### src/pkg/sch_pkg.sv
// Shared constants, types and helpers of the serial channel
package sch_pkg;
  localparam int DATA_W = 8;
  localparam int BAUD_W = 8;
  localparam logic [BAUD_W-1:0] BAUD_DIV_RST = 8'h07;
  // Least divisor software may program in UART mode off the bus clock
  localparam logic [BAUD_W-1:0] BAUD_DIV_MIN_UART = 8'h07;
  localparam logic [3:0] OVS_LAST = 4'hF;
  localparam logic [3:0] OVS_MID = 4'h7;
  localparam logic [3:0] BITS_PLAIN = 4'h8;
  localparam logic [3:0] BITS_PARITY = 4'h9;
  localparam logic [3:0] BITS_SYNC = 4'h8;
  localparam logic [DATA_W-1:0] DATA_RST = 8'h00;
  localparam logic [8:0] SHIFT_RST = 9'h1FF;

  typedef enum logic [1:0] {
    SCH_RX_IDLE = 2'b00,
    SCH_RX_START = 2'b01,
    SCH_RX_DATA = 2'b11,
    SCH_RX_STOP = 2'b10
  } sch_rx_state_t;

  typedef enum logic [1:0] {
    SCH_TX_IDLE = 2'b00,
    SCH_TX_START = 2'b01,
    SCH_TX_DATA = 2'b11,
    SCH_TX_STOP = 2'b10
  } sch_tx_state_t;

  // Parity bit that makes the frame even, or odd when odd is set
  function automatic logic sch_parity(input logic [DATA_W-1:0] d, input logic odd);
    return (^d) ^ odd;
  endfunction

  // Data plus parity bits carried per UART character
  function automatic logic [3:0] sch_nbits(input logic par_en);
    return par_en ? BITS_PARITY : BITS_PLAIN;
  endfunction
endpackage

### src/sch_baud.sv
// Baud-rate counter with deferred divisor update
`timescale 1ns/10ps
module sch_baud
  import sch_pkg::*;
(
  input wire logic clk,
  input wire logic rst,
  input wire logic div_wr,
  input wire logic [BAUD_W-1:0] div_in,
  input wire logic idle,
  output logic tick
);
  logic [BAUD_W-1:0] div_reg, div_next, cnt_reg, cnt_next, pend_reg, pend_next;
  logic pend_v_reg, pend_v_next;

  always_comb begin
    div_next = div_reg;
    pend_next = pend_reg;
    pend_v_next = pend_v_reg;
    cnt_next = cnt_reg - 8'h01;
    if (cnt_reg == 8'h00) begin
      // Pending divisor only at the end of the running count
      if (pend_v_reg) begin
        div_next = pend_reg;
        cnt_next = pend_reg;
        pend_v_next = 1'b0;
      end else begin
        cnt_next = div_reg;
      end
    end
    if (div_wr && idle) begin
      // Channel idle: divisor and count restart at once
      div_next = div_in;
      cnt_next = div_in;
      pend_v_next = 1'b0;
    end else if (div_wr) begin
      pend_next = div_in;
      pend_v_next = 1'b1;
    end
  end

  always_ff @(posedge clk or posedge rst) begin
    if (rst) begin
      div_reg <= BAUD_DIV_RST;
      cnt_reg <= BAUD_DIV_RST;
      pend_reg <= BAUD_DIV_RST;
      pend_v_reg <= 1'b0;
    end else begin
      div_reg <= div_next;
      cnt_reg <= cnt_next;
      pend_reg <= pend_next;
      pend_v_reg <= pend_v_next;
    end
  end

  assign tick = (cnt_reg == 8'h00);
endmodule

### src/sch_uart_rx.sv
// UART receive shifter with 16x oversampling
`timescale 1ns/10ps
module sch_uart_rx
  import sch_pkg::*;
(
  input wire logic clk,
  input wire logic rst,
  input wire logic en,
  input wire logic tick,
  input wire logic par_en,
  input wire logic par_odd,
  input wire logic rxd,
  output logic done,
  output logic [DATA_W-1:0] data,
  output logic par_err,
  output logic frm_err,
  output logic busy
);
  sch_rx_state_t st_reg, st_next;
  logic [3:0] ovs_reg, ovs_next, bit_reg, bit_next;
  logic [8:0] sh_reg, sh_next;
  logic done_next, perr_next, ferr_next, perr_reg, ferr_reg;
  logic [DATA_W-1:0] dat_w;

  assign dat_w = par_en ? sh_reg[7:0] : sh_reg[8:1];

  always_comb begin
    st_next = st_reg;
    ovs_next = ovs_reg;
    bit_next = bit_reg;
    sh_next = sh_reg;
    done_next = 1'b0;
    perr_next = perr_reg;
    ferr_next = ferr_reg;
    if (!en) begin
      st_next = SCH_RX_IDLE;
    end else if (tick) begin
      ovs_next = ovs_reg + 4'h1;
      unique case (st_reg)
        SCH_RX_IDLE: begin
          ovs_next = 4'h0;
          if (!rxd) st_next = SCH_RX_START;
        end
        SCH_RX_START: begin
          if (ovs_reg == OVS_MID) begin
            ovs_next = 4'h0;
            bit_next = 4'h0;
            // A glitch shorter than half a bit is not a start
            st_next = rxd ? SCH_RX_IDLE : SCH_RX_DATA;
          end
        end
        SCH_RX_DATA: begin
          if (ovs_reg == OVS_LAST) begin
            sh_next = {rxd, sh_reg[8:1]};
            bit_next = bit_reg + 4'h1;
            if (bit_reg == sch_nbits(par_en) - 4'h1) st_next = SCH_RX_STOP;
          end
        end
        SCH_RX_STOP: begin
          if (ovs_reg == OVS_LAST) begin
            done_next = 1'b1;
            ferr_next = !rxd;
            perr_next = par_en && (sh_reg[8] != sch_parity(sh_reg[7:0], par_odd));
            st_next = SCH_RX_IDLE;
          end
        end
      endcase
    end
  end

  always_ff @(posedge clk or posedge rst) begin
    if (rst) begin
      st_reg <= SCH_RX_IDLE;
      ovs_reg <= 4'h0;
      bit_reg <= 4'h0;
      sh_reg <= SHIFT_RST;
      done <= 1'b0;
      perr_reg <= 1'b0;
      ferr_reg <= 1'b0;
    end else begin
      st_reg <= st_next;
      ovs_reg <= ovs_next;
      bit_reg <= bit_next;
      sh_reg <= sh_next;
      done <= done_next;
      perr_reg <= perr_next;
      ferr_reg <= ferr_next;
    end
  end

  assign data = dat_w;
  assign par_err = perr_reg;
  assign frm_err = ferr_reg;
  assign busy = (st_reg != SCH_RX_IDLE);
endmodule

### src/sch_channel.sv
// Serial channel: transmitter, receive buffer, status flags and DMA requests
// How it works
// - Character completing while buffer unread sets overrun, is dropped, buffer kept.
// - After overrun, shifting continues, nothing stored; receive status reads 1.
// - Overrun clears only by software dropping receive enable, then setting it again.
// - Transmit DMA request whenever transmit buffer empty and transmit enabled.
// - Receive DMA request raised when receive-finished becomes set.
// - Receive DMA request held off while overrun is present.
// - Busy-channel divisor write applies after the current count completes.
// - Divisor write with both directions disabled applies immediately.
// - UART status: receive status, finished, error sum, overrun, parity, framing.
// - Without overrun, low-byte read or receive disable clears finished and errors.
// - With overrun, only receive disable clears finished and errors.
// - Synchronous receive is clocked by the transmitter; dummy data goes out.
`timescale 1ns/10ps
module sch_channel
  import sch_pkg::*;
(
  input wire logic clk,
  input wire logic rst,
  input wire logic mode_uart,
  input wire logic tx_en,
  input wire logic rx_en,
  input wire logic par_en,
  input wire logic par_odd,
  input wire logic baud_wr,
  input wire logic [BAUD_W-1:0] baud_div,
  input wire logic tx_wr,
  input wire logic [DATA_W-1:0] tx_data,
  input wire logic rx_rd_lo,
  input wire logic rxd,
  output logic txd,
  output logic sclk_out,
  output logic [DATA_W-1:0] rx_data,
  output logic tx_empty,
  output logic rx_busy,
  output logic rx_done,
  output logic err_sum,
  output logic err_ovr,
  output logic err_par,
  output logic err_frm,
  output logic dma_tx_req,
  output logic dma_rx_req
);
  logic tick, u_done, u_perr, u_ferr, u_busy, idle_w;
  logic [DATA_W-1:0] u_data;

  // Software keeps mode, divisor and source still unless both enables are clear
  assign idle_w = !tx_en && !rx_en;

  sch_baud u_baud (
    .clk(clk),
    .rst(rst),
    .div_wr(baud_wr),
    .div_in(baud_div),
    .idle(idle_w),
    .tick(tick)
  );

  sch_uart_rx u_rx (
    .clk(clk),
    .rst(rst),
    .en(rx_en && mode_uart),
    .tick(tick),
    .par_en(par_en),
    .par_odd(par_odd),
    .rxd(rxd),
    .done(u_done),
    .data(u_data),
    .par_err(u_perr),
    .frm_err(u_ferr),
    .busy(u_busy)
  );

  // Transmit side
  sch_tx_state_t tx_st_reg, tx_st_next;
  logic [3:0] ovs_reg, ovs_next, bit_reg, bit_next;
  logic [8:0] tsh_reg, tsh_next;
  logic [DATA_W-1:0] tbuf_reg, tbuf_next, ssh_reg, ssh_next;
  logic tx_empty_next, txd_next, sclk_next, syn_done_reg, syn_done_next;

  always_comb begin
    tx_st_next = tx_st_reg;
    ovs_next = ovs_reg;
    bit_next = bit_reg;
    tsh_next = tsh_reg;
    tbuf_next = tbuf_reg;
    ssh_next = ssh_reg;
    tx_empty_next = tx_empty;
    txd_next = txd;
    sclk_next = sclk_out;
    syn_done_next = 1'b0;
    if (!tx_en) begin
      tx_st_next = SCH_TX_IDLE;
      txd_next = 1'b1;
      sclk_next = 1'b1;
    end else if (tick) begin
      ovs_next = ovs_reg + 4'h1;
      unique case (tx_st_reg)
        SCH_TX_IDLE: begin
          ovs_next = 4'h0;
          bit_next = 4'h0;
          if (!tx_empty) begin
            tsh_next = {sch_parity(tbuf_reg, par_odd), tbuf_reg};
            tx_empty_next = 1'b1;
            if (mode_uart) begin
              txd_next = 1'b0;
              tx_st_next = SCH_TX_START;
            end else begin
              tx_st_next = SCH_TX_DATA;
            end
          end
        end
        SCH_TX_START: begin
          if (ovs_reg == OVS_LAST) begin
            txd_next = tsh_reg[0];
            tsh_next = {1'b1, tsh_reg[8:1]};
            tx_st_next = SCH_TX_DATA;
          end
        end
        SCH_TX_DATA: begin
          if (!mode_uart) begin
            // Receive is clocked by this shifter in synchronous mode
            if (!ovs_reg[0]) begin
              sclk_next = 1'b0;
              txd_next = tsh_reg[0];
              tsh_next = {1'b1, tsh_reg[8:1]};
            end else begin
              sclk_next = 1'b1;
              ssh_next = {rxd, ssh_reg[7:1]};
              bit_next = bit_reg + 4'h1;
              if (bit_reg == BITS_SYNC - 4'h1) begin
                syn_done_next = 1'b1;
                tx_st_next = SCH_TX_IDLE;
              end
            end
          end else if (ovs_reg == OVS_LAST) begin
            bit_next = bit_reg + 4'h1;
            if (bit_reg == sch_nbits(par_en) - 4'h1) begin
              txd_next = 1'b1;
              tx_st_next = SCH_TX_STOP;
            end else begin
              txd_next = tsh_reg[0];
              tsh_next = {1'b1, tsh_reg[8:1]};
            end
          end
        end
        SCH_TX_STOP: begin
          if (ovs_reg == OVS_LAST) tx_st_next = SCH_TX_IDLE;
        end
      endcase
    end
    // Write after the load so a same-cycle refill is not lost
    if (tx_wr) begin
      tbuf_next = tx_data;
      tx_empty_next = 1'b0;
    end
  end

  always_ff @(posedge clk or posedge rst) begin
    if (rst) begin
      tx_st_reg <= SCH_TX_IDLE;
      ovs_reg <= 4'h0;
      bit_reg <= 4'h0;
      tsh_reg <= SHIFT_RST;
      tbuf_reg <= DATA_RST;
      ssh_reg <= DATA_RST;
      tx_empty <= 1'b1;
      txd <= 1'b1;
      sclk_out <= 1'b1;
      syn_done_reg <= 1'b0;
    end else begin
      tx_st_reg <= tx_st_next;
      ovs_reg <= ovs_next;
      bit_reg <= bit_next;
      tsh_reg <= tsh_next;
      tbuf_reg <= tbuf_next;
      ssh_reg <= ssh_next;
      tx_empty <= tx_empty_next;
      txd <= txd_next;
      sclk_out <= sclk_next;
      syn_done_reg <= syn_done_next;
    end
  end

  // Receive buffer and status flags
  logic char_ev, ev_perr, ev_ferr, rd_clr;
  logic [DATA_W-1:0] ev_data, rx_data_next;
  logic rx_done_next, ovr_next, par_next, frm_next;
  logic rx_busy_next, err_sum_next, dma_tx_next, dma_rx_next;

  assign char_ev = mode_uart ? u_done : syn_done_reg;
  assign ev_data = mode_uart ? u_data : ssh_reg;
  assign ev_perr = mode_uart && u_perr;
  assign ev_ferr = mode_uart && u_ferr;
  // A read clears nothing once overrun is flagged
  assign rd_clr = rx_rd_lo && !err_ovr;

  always_comb begin
    rx_data_next = rx_data;
    rx_done_next = rx_done;
    ovr_next = err_ovr;
    par_next = err_par;
    frm_next = err_frm;
    if (!rx_en) begin
      // Dropping receive enable is the one clear that always works
      rx_done_next = 1'b0;
      ovr_next = 1'b0;
      par_next = 1'b0;
      frm_next = 1'b0;
    end else begin
      if (rd_clr) begin
        rx_done_next = 1'b0;
        par_next = 1'b0;
        frm_next = 1'b0;
      end
      if (char_ev) begin
        if (err_ovr) begin
          // Keep receiving but store nothing
        end else if (rx_done && !rd_clr) begin
          ovr_next = 1'b1;
        end else begin
          // New character beats a same-cycle read clear
          rx_data_next = ev_data;
          rx_done_next = 1'b1;
          par_next = ev_perr;
          frm_next = ev_ferr;
        end
      end
    end
    // Status seen by software in UART and synchronous mode, and DMA requests
    rx_busy_next = ovr_next || (rx_en && (mode_uart ? u_busy : tx_st_next == SCH_TX_DATA));
    err_sum_next = ovr_next || par_next || frm_next;
    dma_tx_next = tx_empty_next && tx_en;
    dma_rx_next = rx_done_next && !ovr_next;
  end

  always_ff @(posedge clk or posedge rst) begin
    if (rst) begin
      rx_data <= DATA_RST;
      rx_done <= 1'b0;
      err_ovr <= 1'b0;
      err_par <= 1'b0;
      err_frm <= 1'b0;
      rx_busy <= 1'b0;
      err_sum <= 1'b0;
      dma_tx_req <= 1'b0;
      dma_rx_req <= 1'b0;
    end else begin
      rx_data <= rx_data_next;
      rx_done <= rx_done_next;
      err_ovr <= ovr_next;
      err_par <= par_next;
      err_frm <= frm_next;
      rx_busy <= rx_busy_next;
      err_sum <= err_sum_next;
      dma_tx_req <= dma_tx_next;
      dma_rx_req <= dma_rx_next;
    end
  end
endmodule

### config.mk
export PLATFORM = sky130hd
export DESIGN_NAME = sch_channel
export DESIGN_NICKNAME = d
export VERILOG_FILES = /design/src/pkg/sch_pkg.sv /design/src/sch_baud.sv /design/src/sch_uart_rx.sv /design/src/sch_channel.sv
export SDC_FILE = /design/constraint.sdc
export NUM_CORES = 1
export LEC_CHECK = 0
export ABC_AREA = 1
export BUFFER_PORTS_ARGS = -buffer_cell sky130_fd_sc_hd__clkbuf_2
export CAP_MARGIN = 10
export CORE_UTILIZATION = 30
export CTS_BUF_LIST = sky130_fd_sc_hd__clkbuf_8
export CTS_CLUSTER_SIZE = 8
export DETAILED_ROUTE_END_ITERATION = 6
export PLACE_DENSITY = 0.43
export RECOVER_POWER = 100
export SYNTH_ARGS = -nofsm -noshare
export SYNTH_HDL_FRONTEND = slang
export SYNTH_SLANG_ARGS = --single-unit
export TNS_END_PERCENT = 5
### constraint.sdc
create_clock -name clk -period 6.2 [get_ports clk]
set_input_delay 0.31 -clock clk [delete_from_list [all_inputs] [get_ports clk]]
set_output_delay 0.31 -clock clk [all_outputs]
set_load 0.02 [all_outputs]
==> flow_summary.yaml <==
timing:
  setup_viol: 0
  hold_violations: 0
  max_slew_margin_pct: -24.1
  worst_pin_slew_ns: 1.85
  slew_viol_final: 58
  final.setup.tns_ns: 0
  min_period_ns: 3.07
  skew_ns: 0.0128
  timing.fmax_mhz: 325
  hold_slack_ns: 0.123
  period_share_pct: 49.6
  rsz0062_at_grt: "false"
clock_network:
  root_buffer: "clkbuf_8"
  clk_pin_slew_ns: 0.10
  cts_tree: "built"
  htree_levels: 3
  numCtsBuffers: 9
  cts_hold_buf: 1
  clock_path_buffers: 2
  post-cts-setup-buffer-count: 0
  cts.sinks: 102
  post_cts_resized: 0
  clk_latency_ns: 0.39
power:
  p_leak_nw: 2.86
  ir_worst_vdd_uv: 133
  finalPower_mw: 1.77
  powerDensity_nw_per_um2: 301
run_status:
  outcome: "finished, violations left"
  failed_checks: "max-capacitance violations, max-slew violations"
detailed_routing:
  drtAntennaViolNets: 0
  met3_length_um: 421
  dr_wl_met2_mm: 5.79
  viasPerCell: 4.55
  drtIter0Drc: 225
  routed_wirelength_mm: 12.2
  drt-pass1-iter-count: 4
  dr_total_vias: 4211
  route.detailed.drc: 0
  top_layer: "met4"
  wire_per_inst_um: 13.2
  drt-met1-wl_mm: 5.88
worst_setup_path:
  worst-setup-path-type: "flop to flop"
  worst_path_max_delay_cell: "nor3_1"
  cp_cell_sequence: "inv_1 > ha_1 > nand3_1 > clkinv_1 > nand2_1 > nor2_1 > clkinvlp_2 > nor3_1 > o211ai_1 > o21ai_0"
  startpoint_type: "flop"
  end_kind: "flop"
  critical-path-max-stage-delay_ns: 0.66
  cp_max_fo: 10
  crit_arrival_ns: 3.37
  crit_family: "simple AND/OR/NAND/NOR gates"
  crit_required_ns: 6.49
  critPathBufInv: 3
global_route:
  first_global_vias: 4116
  antenna_found_initial: 0
  grtUsageTotal_pct: 14.4
  grt_pass1_wl_mm: 20.4
  grt_overflow: 0
  grt_max_degree: 62
layout:
  fin_util_pct: 33.8
  nFillCells: 1847
  multi_input_area_um2: 2220
  num_antenna_cells: 0
  seqCellArea_um2: 2590
  drive_gt1_share_pct: 11.9
  nets: 732
  area_growth_pct: 9.45
yosys:
  synth_seq_area_share_pct: 48.3
  yosysTopAreaCell: "dfrtp_1"
  synth_edf_count: 0
  synth_warnings: 0
  ys_types: 43
  synth_common_cells: "nand2_1, inv_1, dfrtp_1, o21ai_0, nor2_1"
  synth_ff_type: "dfrtp_1"
  async_reset_ff_share_pct: 100
  ys_ff_latch: 102
  syn_inst: 653
  syn_nets: 690
  yosys.cell_count.top_type: "nand2_1"
  syn_area_per_cell_um2: 8.21
  synth_area_um2: 5360
  synth.area.top_cells: "dfrtp_1, dfstp_2, nand2_1"
  synth_top_cell_area_share_pct: 33.6
die:
  ios: 46
  die_h_um: 136
  rows: 48
  die_w_um: 136
  die_area_um2: 18400
  core-area_um2: 17400
  initial_core_util_pct: 30.9
placement:
  port_buffers: 45
  gp_congestion: 0.765
  dp_hpwl_mm: 8.75
hold_path:
  hold_path.class: "input port to flop"
run:
  drv_cap: 2
[area by class of cell]
class | instances | area share, %
Inverter | 96 | 6.20
Sequential cell | 102 | 44.1
Tap cell | 225 | 4.80
Clock inverter | 7 | 1.15
Timing Repair Buffer | 47 | 3.71
Clock buffer | 9 | 2.11
Multi-Input combinational cell | 439 | 37.9
[report_power, final]
| group | leakage [nW] | switching, mW | internal [mW] |
|---|---|---|---|
| Sequential | 1.21 | 0.0923 | 0.837 |
| Clock | 0.102 | 0.241 | 0.185 |
| Combinational | 1.54 | 0.253 | 0.158 |
| Total | 2.86 | 0.587 | 1.18 |
[cells in the final DEF (no fill, tap or decap), types with 2 or more instances in the layout]
cell | netlist | routed
o31ai_1 | 5 | 5
xor2_1 | 10 | 10
mux2_2 | 3 | 3
o21ai_1 | 20 | 2
a31oi_1 | 8 | 8
inv_1 | 91 | 93
nor4_1 | 3 | 3
xnor2_1 | 13 | 13
nor2_1 | 49 | 54
clkbuf_2 | 0 | 25
clkinv_4 | 0 | 2
mux2i_1 | 4 | 4
nor3_1 | 6 | 7
a21oi_1 | 27 | 27
ha_1 | 10 | 10
or2_2 | 2 | 2
clkinv_2 | 1 | 2
dfstp_2 | 30 | 29
o211ai_1 | 7 | 7
nand3_1 | 33 | 34
o21ai_0 | 66 | 84
a211oi_1 | 2 | 2
clkinvlp_2 | 0 | 2
nand2_1 | 148 | 150
nand4_1 | 2 | 3
clkbuf_1 | 7 | 20
clkbuf_8 | 0 | 9
nor2_2 | 3 | 3
dfrtp_1 | 72 | 72
[worst paths after layout]
path                                   start           endpoint  slack, ns  cells past startpoint
setup / recovery           u_baud.cnt_reg[0]         bit_reg[2]       3.13                     10
setup reg to reg           u_baud.cnt_reg[0]         bit_reg[2]       3.13                     10
max in group asynchronous                rst         bit_reg[1]       3.76                      4
hold / removal                       baud_wr  u_baud.pend_v_reg       0.12                      2
hold reg to reg            u_baud.div_reg[0]  u_baud.div_reg[0]       0.47                      2
min in group asynchronous                rst         dma_tx_req       0.92                      3
[cells by family (layout without fill, tap and decap cells)]
group,after synthesis,count (layout),synth area share [%]
fa+ha+maj,10,10,2.33
xor+xnor,23,23,3.76
buf+inv,112,159,8.26
compound gates,138,138,14.0
flops,102,102,48.3
simple gates,261,261,22.0
mux,7,7,1.38
[per-stage QoR]
| stage | cell area (µm²) | cells | worst slack, ns |
|---|---|---|---|
| 2_1_floorplan | 5360 | 653 | 3.26 |
| 6_report | 5870 | 925 | 3.13 |
| 5_1_grt | 5870 | 925 | 2.75 |
| 3_5_place_dp | 5800 | 908 | 3.97 |
| 3_3_place_gp | 5800 | 908 | 4.03 |
| 4_1_cts | 6000 | 925 | 4.02 |
[per-layer routing]
metal	vias to the layer above	global-route usage, %
met1	1968	18.9
met5	-	0
li1	2188	-
met4	0	4.00
met2	48	23.0
met3	7	4.12
No activity file was read; power rests on OpenSTA's default activity.
